File: src/pkg/ivfs_pkg.sv
// Purpose: constants, types and helpers for the input voltage fault supervisor
// Assumes: 100 MHz clock, command codes used directly as register addresses
// Notes:   reset values of limits are plain defaults, not calibrated figures
package ivfs_pkg;
  localparam int          CLK_PERIOD_NS   = 10;
  localparam int          UNIT_BASE_NS    = 10000;
  localparam int          UNIT_BASE_CYC   = (UNIT_BASE_NS + CLK_PERIOD_NS - 1) / CLK_PERIOD_NS;
  localparam logic [9:0]  UNIT_BASE_LAST  = 10'(UNIT_BASE_CYC - 1);

  localparam logic [7:0]  CMD_CLEAR       = 8'h03;
  localparam logic [7:0]  CMD_OV_FAULT    = 8'h55;
  localparam logic [7:0]  CMD_OV_ACTION   = 8'h56;
  localparam logic [7:0]  CMD_OV_WARN     = 8'h57;
  localparam logic [7:0]  CMD_UV_WARN     = 8'h58;
  localparam logic [7:0]  CMD_UV_FAULT    = 8'h59;
  localparam logic [7:0]  CMD_UV_ACTION   = 8'h5a;
  localparam logic [7:0]  CMD_GOOD_ON     = 8'h5e;
  localparam logic [7:0]  CMD_GOOD_OFF    = 8'h5f;
  localparam logic [7:0]  CMD_TIME_UNIT   = 8'hd2;
  localparam logic [7:0]  CMD_SPECIAL     = 8'he0;

  localparam logic [15:0] RST_OV_FAULT    = 16'h03ff;
  localparam logic [15:0] RST_OV_WARN     = 16'h03ff;
  localparam logic [15:0] RST_UV_WARN     = 16'h0000;
  localparam logic [15:0] RST_UV_FAULT    = 16'h0000;
  localparam logic [7:0]  RST_ACTION      = 8'h80;
  localparam logic [15:0] RST_GOOD_ON     = 16'h4000;
  localparam logic [15:0] RST_GOOD_OFF    = 16'h3800;
  localparam logic [15:0] RST_TIME_UNIT   = 16'h0000;
  localparam logic [7:0]  RST_SPECIAL     = 8'h00;

  localparam int          RESP_HI         = 7;
  localparam int          RESP_LO         = 6;
  localparam int          RETRY_HI        = 5;
  localparam int          RETRY_LO        = 3;
  localparam int          DELAY_HI        = 2;
  localparam int          DELAY_LO        = 0;
  localparam int          RATIO_REG_EN_BIT = 0;
  localparam int          LIN_EXP_LO      = 11;
  localparam logic [5:0]  LIN_EXP_BIAS    = 6'h10;

  localparam logic [1:0]  RESP_IGNORE     = 2'h0;
  localparam logic [1:0]  RESP_RUN_ON     = 2'h1;
  localparam logic [1:0]  RESP_DISABLE    = 2'h2;
  localparam logic [1:0]  RESP_RESUME     = 2'h3;
  localparam logic [2:0]  RETRY_NONE      = 3'h0;
  localparam logic [2:0]  RETRY_FOREVER   = 3'h7;

  typedef enum logic [4:0] {
    CH_RUN    = 5'h01,
    CH_HOLD   = 5'h02,
    CH_RETRY  = 5'h04,
    CH_LATCH  = 5'h08,
    CH_RESUME = 5'h10
  } ivfs_chan_state_t;

  // linear 11 to fixed point, 16 fractional bits, so limits and input compare directly
  function automatic logic signed [47:0] ivfs_lin_fix(input logic [15:0] v);
    logic signed [47:0] m;
    logic        [5:0]  sh;
    m = 48'(signed'(v[LIN_EXP_LO-1:0]));
    sh = 6'(signed'(v[15:LIN_EXP_LO])) + LIN_EXP_BIAS;
    ivfs_lin_fix = m <<< sh;
  endfunction
endpackage

File: src/rtl/ivfs_fault_chan.sv
// Purpose: programmable response to one input voltage fault
// Assumes: unit_tick_i is a one-cycle pulse per delay time unit
// Notes:   disable_o is registered; clear_i overrides every state
`timescale 1ns/100ps
module ivfs_fault_chan
  import ivfs_pkg::*;
(
  input  wire logic       clk_i,
  input  wire logic       sys_rst_i,
  input  wire logic       fault_i,
  input  wire logic [7:0] action_i,
  input  wire logic       unit_tick_i,
  input  wire logic       clear_i,
  output logic            disable_o
);
  ivfs_chan_state_t st_r;
  ivfs_chan_state_t st_nxt;
  logic [7:0]       cnt_r;
  logic [7:0]       cnt_nxt;
  logic [2:0]       left_r;
  logic [2:0]       left_nxt;

  wire  [1:0] resp_w   = action_i[RESP_HI:RESP_LO];
  wire  [2:0] retry_w  = action_i[RETRY_HI:RETRY_LO];
  wire  [7:0] last_w   = (8'h01 << action_i[DELAY_HI:DELAY_LO]) - 8'h01;
  wire        expire_w = unit_tick_i && (cnt_r == last_w);
  wire        more_w   = (retry_w == RETRY_FOREVER) || (left_r > 3'h1);
  // clear restarts from run; a fault in the same cycle still wins
  ivfs_chan_state_t st_eff;
  assign st_eff = clear_i ? CH_RUN : st_r;

  always_comb begin
    st_nxt = st_eff;
    cnt_nxt = unit_tick_i ? cnt_r + 8'h01 : cnt_r;
    left_nxt = left_r;
    case (st_eff)
      CH_RUN: begin
        cnt_nxt = 8'h00;
        left_nxt = retry_w;
        if (fault_i) begin
          case (resp_w)
            RESP_RUN_ON: st_nxt = CH_HOLD;
            RESP_DISABLE: st_nxt = (retry_w == RETRY_NONE) ? CH_LATCH : CH_RETRY;
            RESP_RESUME: st_nxt = CH_RESUME;
            default: st_nxt = CH_RUN;
          endcase
        end
      end
      CH_HOLD: begin
        if (!fault_i) begin
          st_nxt = CH_RUN;
        end else if (expire_w) begin
          cnt_nxt = 8'h00;
          st_nxt = (retry_w == RETRY_NONE) ? CH_LATCH : CH_RETRY;
        end
      end
      CH_RETRY: begin
        if (expire_w) begin
          cnt_nxt = 8'h00;
          if (!fault_i) begin
            st_nxt = CH_RUN;
          end else if (more_w) begin
            left_nxt = left_r - 3'h1;
          end else begin
            st_nxt = CH_LATCH;
          end
        end
      end
      CH_RESUME: if (!fault_i) st_nxt = CH_RUN;
      CH_LATCH: st_nxt = CH_LATCH;
      default: st_nxt = CH_RUN;
    endcase
  end

  always_ff @(posedge clk_i or posedge sys_rst_i) begin
    if (sys_rst_i) begin
      st_r <= CH_RUN;
      cnt_r <= 8'h00;
      left_r <= RETRY_NONE;
      disable_o <= 1'b0;
    end else begin
      st_r <= st_nxt;
      cnt_r <= cnt_nxt;
      left_r <= left_nxt;
      disable_o <= (st_nxt == CH_RETRY) || (st_nxt == CH_LATCH) || (st_nxt == CH_RESUME);
    end
  end

  property p_ignore;
    @(posedge clk_i) disable iff (sys_rst_i)
    (st_r == CH_RUN && fault_i && resp_w == RESP_IGNORE && !clear_i) |=> !disable_o;
  endproperty
  a_ignore: assert property (p_ignore) else $error("ignored fault disabled output");

  property p_disable_now;
    @(posedge clk_i) disable iff (sys_rst_i)
    (st_r == CH_RUN && fault_i && resp_w == RESP_DISABLE && !clear_i) |=> disable_o;
  endproperty
  a_disable_now: assert property (p_disable_now) else $error("disable response late");

  property p_latch_holds;
    @(posedge clk_i) disable iff (sys_rst_i)
    (st_r == CH_LATCH && !clear_i) |=> disable_o && st_r == CH_LATCH;
  endproperty
  a_latch_holds: assert property (p_latch_holds) else $error("latched fault released");

  property p_resume;
    @(posedge clk_i) disable iff (sys_rst_i)
    (st_r == CH_RESUME && resp_w == RESP_RESUME) |=> (disable_o == $past(fault_i));
  endproperty
  a_resume: assert property (p_resume) else $error("resume response wrong");
endmodule

File: src/rtl/ivfs_top.sv
// Purpose: input voltage supervision, fault response and output good control
// Assumes: vin_i linear 11, vout_i unsigned exponent -11, both clk_i synchronous
// Notes:   command port is the already decoded PMBus transaction
`timescale 1ns/100ps
module ivfs_top
  import ivfs_pkg::*;
(
  input  wire logic        clk_i,
  input  wire logic        sys_rst_i,
  input  wire logic        reg_wr_i,
  input  wire logic        reg_rd_i,
  input  wire logic        reg_word_i,
  input  wire logic [7:0]  reg_cmd_i,
  input  wire logic [15:0] reg_wdata_i,
  input  wire logic        enable_i,
  input  wire logic [15:0] vin_i,
  input  wire logic [15:0] vout_i,
  output logic [15:0]      reg_rdata_o,
  output logic             reg_ack_o,
  output logic             out_enable_o,
  output logic             output_good_signal_o,
  output logic             ov_fault_o,
  output logic             ov_warn_o,
  output logic             uv_fault_o,
  output logic             uv_warn_o,
  output logic             hybrid_ratio_regulation_o
);
  logic [15:0] ov_fault_thr_r;
  logic [7:0]  ov_action_r;
  logic [15:0] ov_warn_thr_r;
  logic [15:0] uv_warn_thr_r;
  logic [15:0] uv_fault_thr_r;
  logic [7:0]  uv_action_r;
  logic [15:0] good_on_thr_r;
  logic [15:0] good_off_thr_r;
  logic [15:0] time_unit_r;
  logic [7:0]  special_r;
  logic [9:0]  base_cnt_r;
  logic [15:0] unit_cnt_r;
  logic        unit_tick_r;
  logic        enable_d_r;
  logic        ov_disable;
  logic        uv_disable;

  // word writes reach limits and time unit, byte writes reach actions and special options
  wire wr_word_w   = reg_wr_i && reg_word_i;
  wire wr_byte_w   = reg_wr_i && !reg_word_i;
  wire we_ovf_w    = wr_word_w && (reg_cmd_i == CMD_OV_FAULT);
  wire we_ova_w    = wr_byte_w && (reg_cmd_i == CMD_OV_ACTION);
  wire we_ovw_w    = wr_word_w && (reg_cmd_i == CMD_OV_WARN);
  wire we_uvw_w    = wr_word_w && (reg_cmd_i == CMD_UV_WARN);
  wire we_uvf_w    = wr_word_w && (reg_cmd_i == CMD_UV_FAULT);
  wire we_uva_w    = wr_byte_w && (reg_cmd_i == CMD_UV_ACTION);
  wire we_gon_w    = wr_word_w && (reg_cmd_i == CMD_GOOD_ON);
  wire we_goff_w   = wr_word_w && (reg_cmd_i == CMD_GOOD_OFF);
  wire we_unit_w   = wr_word_w && (reg_cmd_i == CMD_TIME_UNIT);
  wire we_spec_w   = wr_byte_w && (reg_cmd_i == CMD_SPECIAL);
  // send byte style command, data and size ignored
  wire clear_cmd_w = reg_wr_i && (reg_cmd_i == CMD_CLEAR);
  wire clear_w     = clear_cmd_w || (enable_i && !enable_d_r);

  wire [15:0] rd_data_w =
    (reg_cmd_i == CMD_OV_FAULT)  ? ov_fault_thr_r :
    (reg_cmd_i == CMD_OV_ACTION) ? {8'h00, ov_action_r} :
    (reg_cmd_i == CMD_OV_WARN)   ? ov_warn_thr_r :
    (reg_cmd_i == CMD_UV_WARN)   ? uv_warn_thr_r :
    (reg_cmd_i == CMD_UV_FAULT)  ? uv_fault_thr_r :
    (reg_cmd_i == CMD_UV_ACTION) ? {8'h00, uv_action_r} :
    (reg_cmd_i == CMD_GOOD_ON)   ? good_on_thr_r :
    (reg_cmd_i == CMD_GOOD_OFF)  ? good_off_thr_r :
    (reg_cmd_i == CMD_TIME_UNIT) ? time_unit_r :
    (reg_cmd_i == CMD_SPECIAL)   ? {8'h00, special_r} :
                                   16'h0000;

  // decoded to fixed point so mixed exponents compare correctly
  wire signed [47:0] vin_fix_w   = ivfs_lin_fix(vin_i);
  wire ov_fault_w  = vin_fix_w > ivfs_lin_fix(ov_fault_thr_r);
  wire ov_warn_w   = vin_fix_w > ivfs_lin_fix(ov_warn_thr_r);
  wire uv_below_w  = vin_fix_w < ivfs_lin_fix(uv_warn_thr_r);
  wire uv_fault_w  = vin_fix_w < ivfs_lin_fix(uv_fault_thr_r);
  wire ratio_reg_w = special_r[RATIO_REG_EN_BIT] && uv_below_w;
  wire out_en_w    = enable_i && !ov_disable && !uv_disable;
  wire good_lvl_w  = (vout_i >= good_on_thr_r);
  wire good_set_w  = out_en_w && good_lvl_w;
  wire good_drop_w = !out_en_w || (vout_i <= good_off_thr_r);
  wire good_nxt_w  = good_drop_w ? 1'b0 : (good_set_w || output_good_signal_o);

  wire base_end_w  = (base_cnt_r == UNIT_BASE_LAST);
  wire unit_end_w  = base_end_w && (unit_cnt_r == time_unit_r);

  always_ff @(posedge clk_i or posedge sys_rst_i) begin
    if (sys_rst_i) begin
      ov_fault_thr_r <= RST_OV_FAULT;
      ov_warn_thr_r <= RST_OV_WARN;
      uv_warn_thr_r <= RST_UV_WARN;
      uv_fault_thr_r <= RST_UV_FAULT;
    end else begin
      if (we_ovf_w) ov_fault_thr_r <= reg_wdata_i;
      if (we_ovw_w) ov_warn_thr_r <= reg_wdata_i;
      if (we_uvw_w) uv_warn_thr_r <= reg_wdata_i;
      if (we_uvf_w) uv_fault_thr_r <= reg_wdata_i;
    end
  end

  always_ff @(posedge clk_i or posedge sys_rst_i) begin
    if (sys_rst_i) begin
      ov_action_r <= RST_ACTION;
      uv_action_r <= RST_ACTION;
      special_r <= RST_SPECIAL;
      time_unit_r <= RST_TIME_UNIT;
    end else begin
      if (we_ova_w) ov_action_r <= reg_wdata_i[7:0];
      if (we_uva_w) uv_action_r <= reg_wdata_i[7:0];
      if (we_spec_w) special_r <= reg_wdata_i[7:0];
      if (we_unit_w) time_unit_r <= reg_wdata_i;
    end
  end

  always_ff @(posedge clk_i or posedge sys_rst_i) begin
    if (sys_rst_i) begin
      good_on_thr_r <= RST_GOOD_ON;
      good_off_thr_r <= RST_GOOD_OFF;
    end else begin
      if (we_gon_w) good_on_thr_r <= reg_wdata_i;
      if (we_goff_w) good_off_thr_r <= reg_wdata_i;
    end
  end

  // read answer one cycle after the request; writes are acknowledged too
  always_ff @(posedge clk_i or posedge sys_rst_i) begin
    if (sys_rst_i) begin
      reg_rdata_o <= 16'h0000;
      reg_ack_o <= 1'b0;
    end else begin
      reg_ack_o <= reg_rd_i || reg_wr_i;
      if (reg_rd_i) reg_rdata_o <= rd_data_w;
    end
  end

  // two stage divider: fixed base period, then register value plus one bases per unit
  always_ff @(posedge clk_i or posedge sys_rst_i) begin
    if (sys_rst_i) begin
      base_cnt_r <= 10'h000;
      unit_cnt_r <= 16'h0000;
      unit_tick_r <= 1'b0;
    end else begin
      base_cnt_r <= base_end_w ? 10'h000 : base_cnt_r + 10'h001;
      if (unit_end_w) unit_cnt_r <= 16'h0000;
      else if (base_end_w) unit_cnt_r <= unit_cnt_r + 16'h0001;
      unit_tick_r <= unit_end_w;
    end
  end

  always_ff @(posedge clk_i or posedge sys_rst_i) begin
    if (sys_rst_i) begin
      enable_d_r <= 1'b0;
      ov_fault_o <= 1'b0;
      ov_warn_o <= 1'b0;
      uv_fault_o <= 1'b0;
      uv_warn_o <= 1'b0;
      hybrid_ratio_regulation_o <= 1'b0;
    end else begin
      enable_d_r <= enable_i;
      ov_fault_o <= ov_fault_w;
      ov_warn_o <= ov_warn_w;
      uv_fault_o <= uv_fault_w;
      uv_warn_o <= uv_below_w;
      hybrid_ratio_regulation_o <= ratio_reg_w;
    end
  end

  ivfs_fault_chan u_ov_chan (
    .clk_i       (clk_i),
    .sys_rst_i   (sys_rst_i),
    .fault_i     (ov_fault_o),
    .action_i    (ov_action_r),
    .unit_tick_i (unit_tick_r),
    .clear_i     (clear_w),
    .disable_o   (ov_disable)
  );

  ivfs_fault_chan u_uv_chan (
    .clk_i       (clk_i),
    .sys_rst_i   (sys_rst_i),
    .fault_i     (uv_fault_o),
    .action_i    (uv_action_r),
    .unit_tick_i (unit_tick_r),
    .clear_i     (clear_w),
    .disable_o   (uv_disable)
  );

  // output good follows the gated enable, so it drops with any fault shutdown
  always_ff @(posedge clk_i or posedge sys_rst_i) begin
    if (sys_rst_i) begin
      out_enable_o <= 1'b0;
      output_good_signal_o <= 1'b0;
    end else begin
      out_enable_o <= out_en_w;
      output_good_signal_o <= good_nxt_w;
    end
  end

  property p_ov_fault;
    @(posedge clk_i) disable iff (sys_rst_i)
    (ivfs_lin_fix(vin_i) > ivfs_lin_fix(ov_fault_thr_r)) |=> ov_fault_o;
  endproperty
  a_ov_fault: assert property (p_ov_fault) else $error("over-voltage fault missed");

  property p_uv_fault;
    @(posedge clk_i) disable iff (sys_rst_i)
    $rose(uv_fault_o) |-> $past(uv_fault_w);
  endproperty
  a_uv_fault: assert property (p_uv_fault) else $error("under-voltage fault without cause");

  property p_ov_warn;
    @(posedge clk_i) disable iff (sys_rst_i)
    ov_warn_o |-> $past(ov_warn_w);
  endproperty
  a_ov_warn: assert property (p_ov_warn) else $error("warning without cause");

  property p_ratio_gate;
    @(posedge clk_i) disable iff (sys_rst_i)
    hybrid_ratio_regulation_o |-> $past(special_r[RATIO_REG_EN_BIT]) && uv_warn_o;
  endproperty
  a_ratio_gate: assert property (p_ratio_gate) else $error("regulation active while disabled");

  property p_good_on;
    @(posedge clk_i) disable iff (sys_rst_i)
    $rose(output_good_signal_o) |-> $past(good_lvl_w) && out_enable_o;
  endproperty
  a_good_on: assert property (p_good_on) else $error("output good rose below threshold");

  property p_good_off;
    @(posedge clk_i) disable iff (sys_rst_i)
    (vout_i <= good_off_thr_r) |=> !output_good_signal_o;
  endproperty
  a_good_off: assert property (p_good_off) else $error("output good held below off level");

  property p_read_back;
    @(posedge clk_i) disable iff (sys_rst_i)
    (reg_rd_i && reg_cmd_i == CMD_OV_FAULT && !reg_wr_i) |=> reg_ack_o && (reg_rdata_o == ov_fault_thr_r);
  endproperty
  a_read_back: assert property (p_read_back) else $error("read did not return limit");

  property p_clear_cmd;
    @(posedge clk_i) disable iff (sys_rst_i)
    (clear_cmd_w && !ov_fault_o && !uv_fault_o && enable_i) |=> ##1 out_enable_o;
  endproperty
  a_clear_cmd: assert property (p_clear_cmd) else $error("clear did not restore output");

  property p_unit_len;
    @(posedge clk_i) disable iff (sys_rst_i)
    (unit_tick_r && time_unit_r == 16'h0000 && !we_unit_w) |-> ##1 !unit_tick_r [*8];
  endproperty
  a_unit_len: assert property (p_unit_len) else $error("time unit too short");

  property p_ack_pulse;
    @(posedge clk_i) disable iff (sys_rst_i)
    (reg_wr_i || reg_rd_i) |=> reg_ack_o;
  endproperty
  a_ack_pulse: assert property (p_ack_pulse) else $error("request not acknowledged");

  property p_rdata_hold;
    @(posedge clk_i) disable iff (sys_rst_i)
    !reg_rd_i |=> $stable(reg_rdata_o);
  endproperty
  a_rdata_hold: assert property (p_rdata_hold) else $error("read data changed without a read");

  property p_ov_action_wr;
    @(posedge clk_i) disable iff (sys_rst_i)
    we_ova_w |=> ov_action_r == 8'($past(reg_wdata_i));
  endproperty
  a_ov_action_wr: assert property (p_ov_action_wr) else $error("over-voltage action not stored");

  property p_uv_action_wr;
    @(posedge clk_i) disable iff (sys_rst_i)
    we_uva_w |=> uv_action_r == 8'($past(reg_wdata_i));
  endproperty
  a_uv_action_wr: assert property (p_uv_action_wr) else $error("under-voltage action not stored");

  property p_byte_refused;
    @(posedge clk_i) disable iff (sys_rst_i)
    (reg_wr_i && reg_word_i && reg_cmd_i == CMD_OV_ACTION) |=> $stable(ov_action_r);
  endproperty
  a_byte_refused: assert property (p_byte_refused) else $error("word write changed action byte");

  property p_word_refused;
    @(posedge clk_i) disable iff (sys_rst_i)
    (reg_wr_i && !reg_word_i && reg_cmd_i == CMD_OV_FAULT) |=> $stable(ov_fault_thr_r);
  endproperty
  a_word_refused: assert property (p_word_refused) else $error("byte write changed limit");

  property p_ov_warn_set;
    @(posedge clk_i) disable iff (sys_rst_i)
    (vin_fix_w > ivfs_lin_fix(ov_warn_thr_r)) |=> ov_warn_o;
  endproperty
  a_ov_warn_set: assert property (p_ov_warn_set) else $error("over-voltage warning missed");

  property p_uv_warn_set;
    @(posedge clk_i) disable iff (sys_rst_i)
    (vin_fix_w < ivfs_lin_fix(uv_warn_thr_r)) |=> uv_warn_o;
  endproperty
  a_uv_warn_set: assert property (p_uv_warn_set) else $error("under-voltage warning missed");

  property p_uv_fault_set;
    @(posedge clk_i) disable iff (sys_rst_i)
    (vin_fix_w < ivfs_lin_fix(uv_fault_thr_r)) |=> uv_fault_o;
  endproperty
  a_uv_fault_set: assert property (p_uv_fault_set) else $error("under-voltage fault missed");

  property p_out_gate;
    @(posedge clk_i) disable iff (sys_rst_i)
    (ov_disable || uv_disable) |=> !out_enable_o;
  endproperty
  a_out_gate: assert property (p_out_gate) else $error("output on while a channel disables it");

  property p_good_needs_en;
    @(posedge clk_i) disable iff (sys_rst_i)
    output_good_signal_o |-> out_enable_o;
  endproperty
  a_good_needs_en: assert property (p_good_needs_en) else $error("output good with output off");

  property p_tick_pulse;
    @(posedge clk_i) disable iff (sys_rst_i)
    unit_tick_r |=> !unit_tick_r;
  endproperty
  a_tick_pulse: assert property (p_tick_pulse) else $error("unit tick longer than one cycle");
endmodule

File: config.mk
export PLATFORM = sky130hd
export DESIGN_NAME = ivfs_top
export DESIGN_NICKNAME = d
export VERILOG_FILES = /design/src/pkg/ivfs_pkg.sv /design/src/rtl/ivfs_fault_chan.sv /design/src/rtl/ivfs_top.sv
export SDC_FILE = /design/constraint.sdc
export NUM_CORES = 1
export LEC_CHECK = 0
export BUFFER_PORTS_ARGS = -buffer_cell sky130_fd_sc_hd__buf_2
export CAP_MARGIN = 20
export CORE_MARGIN = 3
export CORE_UTILIZATION = 64
export CTS_CLUSTER_SIZE = 12
export DETAILED_ROUTE_END_ITERATION = 7
export GPL_ROUTABILITY_DRIVEN = 0
export PLACE_DENSITY_LB_ADDON = 0.12
export SYNTH_ARGS = -nofsm -noshare
export SYNTH_HDL_FRONTEND = slang
export SYNTH_HIERARCHICAL = 1
export SYNTH_SLANG_ARGS = --single-unit
export TNS_END_PERCENT = 1
File: constraint.sdc
create_clock -name clk_i -period 7.36 [get_ports clk_i]
set_input_delay 0.368 -clock clk_i [delete_from_list [all_inputs] [get_ports clk_i]]
set_output_delay 0.368 -clock clk_i [all_outputs]
set_load 0.05 [all_outputs]
==> out/summary.txt, run 1 <==
status - complete, but fails checks
failing checks - negative hold slack
Synth Flop Type - dfrtp_1
Setup Buffers After CTS - 0
Setup crit end kind - flip-flop
largest net degree at the start of global routing - 122
cell breakdown of the critical path - clkinv_1 -> nor2_1 -> a21oi_1 -> a31oi_1 -> ha_1 -> nand3_1 -> and4bb_2 -> nand2_1 -> or3_1 -> o2111a_1 -> a211oi_1
H-tree Lvls - 1
first-pass GRT wire length - 95500 µm
WP data required - 7.77 ns
slowest stage cell, crit path - dfrtp_1
via count - 18461
worst reg2reg path depth - 11
Fin. Hold Viols - 18
Tightest Pin Transition - 1.15 ns
XOR/XNOR Fraction of Synth Area - 2.71%
Worst-path clk slew - 0.06 ns
Pwr Total - 3.32 mW
num rows - 64
dpl hpwl - 46700 µm
Post-Synth Adder-Cell Area - 12.6%
CTS tree - yes
Post-CTS Resized - 0
clk_skew - 0.0208 ns
synth top area cells - dfrtp_1, ha_1, mux2_2
Avg WL per Cell - 23.3 µm
FILL cells - 2431
TritonCTS Buffers - 25
Clock Tree Buf Depth - 3
Synth Area in Simple Gates - 16.8%
Die Ht - 183 µm
initial antenna violation count - 1
total of warnings raised by yosys - 6
vias in the first global route - 17229
largest family of logic cells by synthesized area - compound AO/OA/AOI/OAI gates
Final Max Tran Viols - 0
clock latency at the later pin of the worst-skew pair - 0.55 ns
EDFF count, synth - 0
die width - 183 µm
DR pass1 iterations - 8
syn nets - 2527
crit-path max FO - 18
RSZ-0062 raised after global routing - false
Root Buffer - clkbuf_16
Leak Pwr - 9.15 nW
startpoint types - flip-flop
Nets - 2515
worst vdd ir - 171 µV
routed vias/inst - 6.92
WS Path Type - flip-flop to flip-flop
TritonCTS Sinks - 222
mapped cell area - 0.0200 mm²
port bufs - 85
Max stage delay on crit path - 0.79 ns
Max-slew headroom - 23.1%
Seq cells post-synth - 222
top cell type's share of synthesized area - 24.3%
FMAX - 232 MHz
min cycle time layout - 4.30 ns
ys async rst share - 100%
number of max-cap violations - 0
Final period util - 58.5%
WP data arrival - 4.71 ns
setup tns final - 0 ns
Hold Slack - -0.00979 ns
total gr overflow - 0
Seq/Total Area, Yosys - 27.9%
routed wire length - 62000 µm
initial core utilization - 65.2%
Power Density - 157 mW/mm²
share of cells above drive strength 1 - 16.6%
Netlist cell types - 89
biggest area consumer among synthesized cells - dfrtp_1
mux share of post-synthesis cell area - 15.2%
die area - 0.0334 mm²
Mapped Cells - 2263
Avg Cell Area, Syn - 8.84 µm²
# IOs - 86
Area Growth Syn to Fin - 5.62%
GRT Util Overall - 35.9%
Synth Area in Compound Gates - 19.8%
DRC viols - 0
min-delay worst type - input pin to async pin
final setup fails - 0
DR iter-0 viols - 2353
Core Area - 0.0307 mm²
ANT nets after route - 0
cell usage after synthesis, types with 15 or more instances:
| cell | n |
|---|---|
| a211oi_1 | 21 |
| a21boi_0 | 15 |
| a21o_1 | 42 |
| a21oi_1 | 125 |
| a221oi_1 | 22 |
| a22oi_1 | 56 |
| a31oi_1 | 37 |
| and2_1 | 15 |
| buf_2 | 31 |
| buf_6 | 15 |
| clkbuf_1 | 74 |
| dfrtp_1 | 194 |
| dfstp_2 | 28 |
| ha_1 | 202 |
| inv_1 | 74 |
| mux2_2 | 163 |
| mux2i_1 | 119 |
| nand2_1 | 210 |
| nand2b_1 | 25 |
| nand3_1 | 47 |
| nand4_1 | 35 |
| nor2_1 | 183 |
| nor2b_1 | 17 |
| nor3_1 | 29 |
| o21a_1 | 20 |
| o21ai_0 | 154 |
| o22ai_1 | 17 |
| xnor2_1 | 18 |
| xor2_1 | 44 |
worst paths after layout:
| kind | startpoint | endpoint | slack [ns] |
|---|---|---|---|
| worst max-delay path | ov_warn_thr_r[14] | ov_warn_o | 3.06 |
| worst max register to register | ov_warn_thr_r[14] | ov_warn_o | 3.06 |
| worst min-delay path | sys_rst_i | u_ov_chan/st_r[1] | -0.01 |
| worst min register to register | base_cnt_r[0] | base_cnt_r[0] | 0.49 |
| min in group clk_i | reg_wr_i | reg_ack_o | 0.09 |
| max in group asynchronous | sys_rst_i | good_off_thr_r[14] | 5.92 |
flip-flops by register name, summed over array words and instances (netlist names), 10 cells and up:
signal          flops
base_cnt_r         10
good_off_thr_r     16
good_on_thr_r      16
ov_fault_thr_r     16
ov_warn_thr_r      16
reg_rdata_o        16
time_unit_r        16
unit_cnt_r         16
uv_fault_thr_r     16
uv_warn_thr_r      16
report_power, final:
part | internal, mW | leakage (nW) | switching [mW]
sequential | 1.26 | 2.91 | 0.0693
combinational | 0.286 | 5.86 | 0.499
clock | 0.676 | 0.376 | 0.525
total | 2.23 | 9.15 | 1.09
final cells by class:
type | count | area [µm²] | area share (%)
well taps | 396 | 495 | 2.34
multi-input cells | 1825 | 13400 | 63.6
clock buffers | 40 | 722 | 3.42
inverters | 77 | 297 | 1.40
diodes | 1 | 2.50 | 0.0118
repair buffers | 100 | 537 | 2.54
clock inverters | 5 | 47.5 | 0.225
flip-flops and latches | 222 | 5590 | 26.5
logic make-up after synthesis:
kind of cell,count (synthesis)
and+or+nand+nor,670
AOI/OAI and AO/OA,607
muxes,284
DFF,222
buffers and inverters,216
adders and majority gates,202
xor gates and xnor gates,62
cells in the final DEF, fill, tap and decap left out, drive strengths merged, types with 17 or more instances in the layout:
cell type | Yosys | routed
a211oi | 21 | 21
a21boi | 17 | 17
a21o | 42 | 42
a21oi | 125 | 125
a221oi | 22 | 22
a22oi | 56 | 56
a31oi | 37 | 37
and2 | 17 | 17
buf | 63 | 99
clkbuf | 76 | 40
dfrtp | 194 | 194
dfstp | 28 | 28
ha | 202 | 202
inv | 74 | 75
mux2 | 165 | 165
mux2i | 119 | 119
nand2 | 213 | 213
nand2b | 25 | 25
nand3 | 47 | 47
nand4 | 35 | 35
nor2 | 188 | 188
nor2b | 17 | 17
nor3 | 33 | 33
o21a | 20 | 20
o21ai | 164 | 164
o22ai | 17 | 17
xnor2 | 18 | 18
xor2 | 44 | 44
layer usage:
metal	track usage (%)	vias to the layer above	wire length, µm
met5	0	-	20
met4	14.2	2	2920
met3	7.08	219	6500
met2	55.7	1054	27400
met1	49.8	8812	25300
li1	-	8374	-
repair_timing:
item	CTS	global route
hold buffers	1	0
endpoints found under the setup margin	0	0
hold endpoints to repair	1	0
metrics by stage:
stage                     hold slack [ns]  utilization, %  instance area [µm²]  instances  setup slack, ns
final                            -0.00979            68.9                21100       2666             3.06
after global routing               0.0328            68.9                21100       2665             2.96
after CTS                         0.00612            68.8                21100       2662             3.21
after detailed placement            0.487            66.3                20300       2616             3.03
after global placement              0.478            66.2                20300       2614             3.10
after floorplan                     0.293               -                20000       2263             1.92
worst max-delay path: cells and delay by family, from the launching register on:
kind | cells | cell delay, ns
AO/OA/AOI/OAI | 4 | 1.08
adder cells (fa/ha/maj) | 1 | 0.22
buffers and inverters | 1 | 0.68
flip-flops | 1 | 0.79
AND/OR/NAND/NOR | 5 | 1.39
Power figures use the tool's default switching activity.
==> run 2, diff against run 1 <==
Clock period 7.36 ns to 4.5 ns, I/O delays scaled along.
==> run 2 against run 1 <==
Effect of this change:
- the flow now finishes without violations
- global-route usage up 0.19 points
- worst setup slack got worse by 2.6 ns
- critical path depth increased by 3
- flip-flop and latch count unchanged
- clock power grew 65%
- routed wire length increased by 0.47%
- sequential share of layout area down 0.33 points
- via count increased by 0.55%
- sequential power grew 64%
- critical path type unchanged
- largest cell class unchanged
- highest routed layer is now met4
==> out/summary.txt, run 2 (same netlist as run 1, synthesis figures left out) <==
Setup crit end kind - flip-flop
DR iter-0 viols - 2238
status - completed
RR Endpoint - ov_warn_o
min-delay src - reg_wdata_i[10]
TritonCTS Buffers - 24
GRT Util Overall - 36.1%
Final Util - 69.8%
die area - 0.0334 mm²
number of diodes - 0
Max stage delay on crit path - 0.90 ns
FMAX - 246 MHz
routed wire length - 62300 µm
slowest stage cell, crit path - dfrtp_1
Final period util - 90.3%
Worst-path clk slew - 0.08 ns
initial antenna violation count - 0
share of cells above drive strength 1 - 17.6%
WP data arrival - 4.50 ns
Nets - 2546
port bufs - 85
Fin. Hold Viols - 0
min-delay worst type - input pin to flip-flop
Power Density - 256 mW/mm²
WS Path Type - flip-flop to flip-flop
Die Ht - 183 µm
RR Startpoint - ov_warn_thr_r[11]
Leak Pwr - 9.31 nW
worst vdd ir - 266 µV
largest net degree at the start of global routing - 189
vias in the first global route - 17320
total gr overflow - 0
# IOs - 86
initial core utilization - 65.2%
Root Buffer - clkbuf_16
CTS tree - yes
final setup fails - 0
clk_skew - 0.0288 ns
Area Growth Syn to Fin - 6.95%
r2r setup slk - 0.43 ns
worst reg2reg path depth - 14
cell breakdown of the critical path - mux2i_1 -> nand2_1 -> o21ai_0 -> o21ai_0 -> nor2_1 -> a21oi_1 -> a21boi_0 -> ha_1 -> and4_1 -> and4bb_2 -> nand2_1 -> or3_1 -> o2111a_1 -> a211oi_1
DRC viols - 0
TritonCTS Sinks - 222
RSZ-0062 raised after global routing - false
Worst Hold End - ov_warn_thr_r[10]
startpoint types - flip-flop
first-pass GRT wire length - 96400 µm
hold path depth - 3
Max-slew headroom - 26.1%
WP data required - 4.93 ns
Avg WL per Cell - 23.1 µm
kind of cell adding the most delay to the critical path - compound AO/OA/AOI/OAI gates
number of max-cap violations - 0
die width - 183 µm
DR pass1 iterations - 8
Tightest Pin Transition - 1.11 ns
H-tree Lvls - 1
dpl hpwl - 47100 µm
Final Max Tran Viols - 0
clock latency at the later pin of the worst-skew pair - 0.53 ns
most frequent cells in the layout - nand2_1, ha_1, dfrtp_1, nor2_1, mux2_2
ANT nets after route - 0
Setup Buffers After CTS - 0
PnR worst setup slack - 0.435 ns
setup tns final - 0 ns
min cycle time layout - 4.07 ns
most common cell after layout, fill and taps aside - nand2_1
Core Area - 0.0307 mm²
CP bufs+invs - 0
pre-CTS setup slack - 0.425 ns
crit-path max FO - 18
via count - 18563
routed vias/inst - 6.89
num rows - 64
Clock Tree Buf Depth - 3
run 2: final cells by class:
| class | count | area [µm²] |
|---|---|---|
| inverter | 77 | 293 |
| multi-input combinational | 1825 | 13400 |
| clock inverter | 5 | 88.8 |
| fill | 2439 | 9280 |
| sequential | 222 | 5590 |
| clock buffer | 39 | 687 |
| timing repair buffer | 132 | 802 |
| tap | 396 | 495 |
run 2: repair_timing:
| item | CTS | global route |
|---|---|---|
| resized for setup | 0 | 0 |
| hold buffers | 3 | 0 |
| endpoints found under the hold margin | 34 | 0 |
run 2: per-layer routing:
layer	share of wire (%)	global-route usage, %	wire, µm
met2	44	57.1	27500
met3	10	6.01	6310
met4	4.4	12.7	2720
met1	41	50.5	25800
met5	0	0	0
run 2: where the power goes:
group / internal [mW] / switching, mW
sequential: 2.07 / 0.109
clock: 1.16 / 0.818
combinational: 0.488 / 0.825
total: 3.72 / 1.75
run 2: metrics by stage:
stage | hold slack, ns | std cells | area [µm²] | power, mW
6_report | 0.0641 | 2696 | 21400 | 5.47
3_3_place_gp | 0.370 | 2647 | 20600 | 3.42
4_1_cts | 0.0517 | 2695 | 21400 | 5.44
5_1_grt | 0.0936 | 2696 | 21400 | 5.70
3_5_place_dp | 0.365 | 2648 | 20600 | 3.47
2_1_floorplan | 0.150 | 2263 | 20000 | 3.07
run 2: worst max-delay path by stage:
stage | slack [ns] | cells past startpoint | endpoint | startpoint
finish | 0.43 | 14 | ov_warn_o | ov_warn_thr_r[11]
global route | 0.26 | 15 | ov_warn_o | ov_warn_thr_r[11]
CTS | 0.54 | 14 | ov_warn_o | ov_warn_thr_r[11]
detailed placement | 0.42 | 13 | ov_warn_o | vin_i[11]
global placement | 0.32 | 13 | hybrid_ratio_regulation_o | vin_i[11]
floorplan | 1.22 | 14 | ov_warn_o | vin_i[12]
run 2: worst reg2reg max path, cell delays in order (launching register included):
cell      delay (ns)
dfrtp_1         0.90
mux2i_1         0.21
nand2_1         0.10
o21ai_0         0.11
o21ai_0         0.33
nor2_1          0.07
a21oi_1         0.30
a21boi_0        0.15
ha_1            0.34
and4_1          0.23
and4bb_2        0.25
nand2_1         0.07
or3_1           0.43
o2111a_1        0.27
a211oi_1        0.22
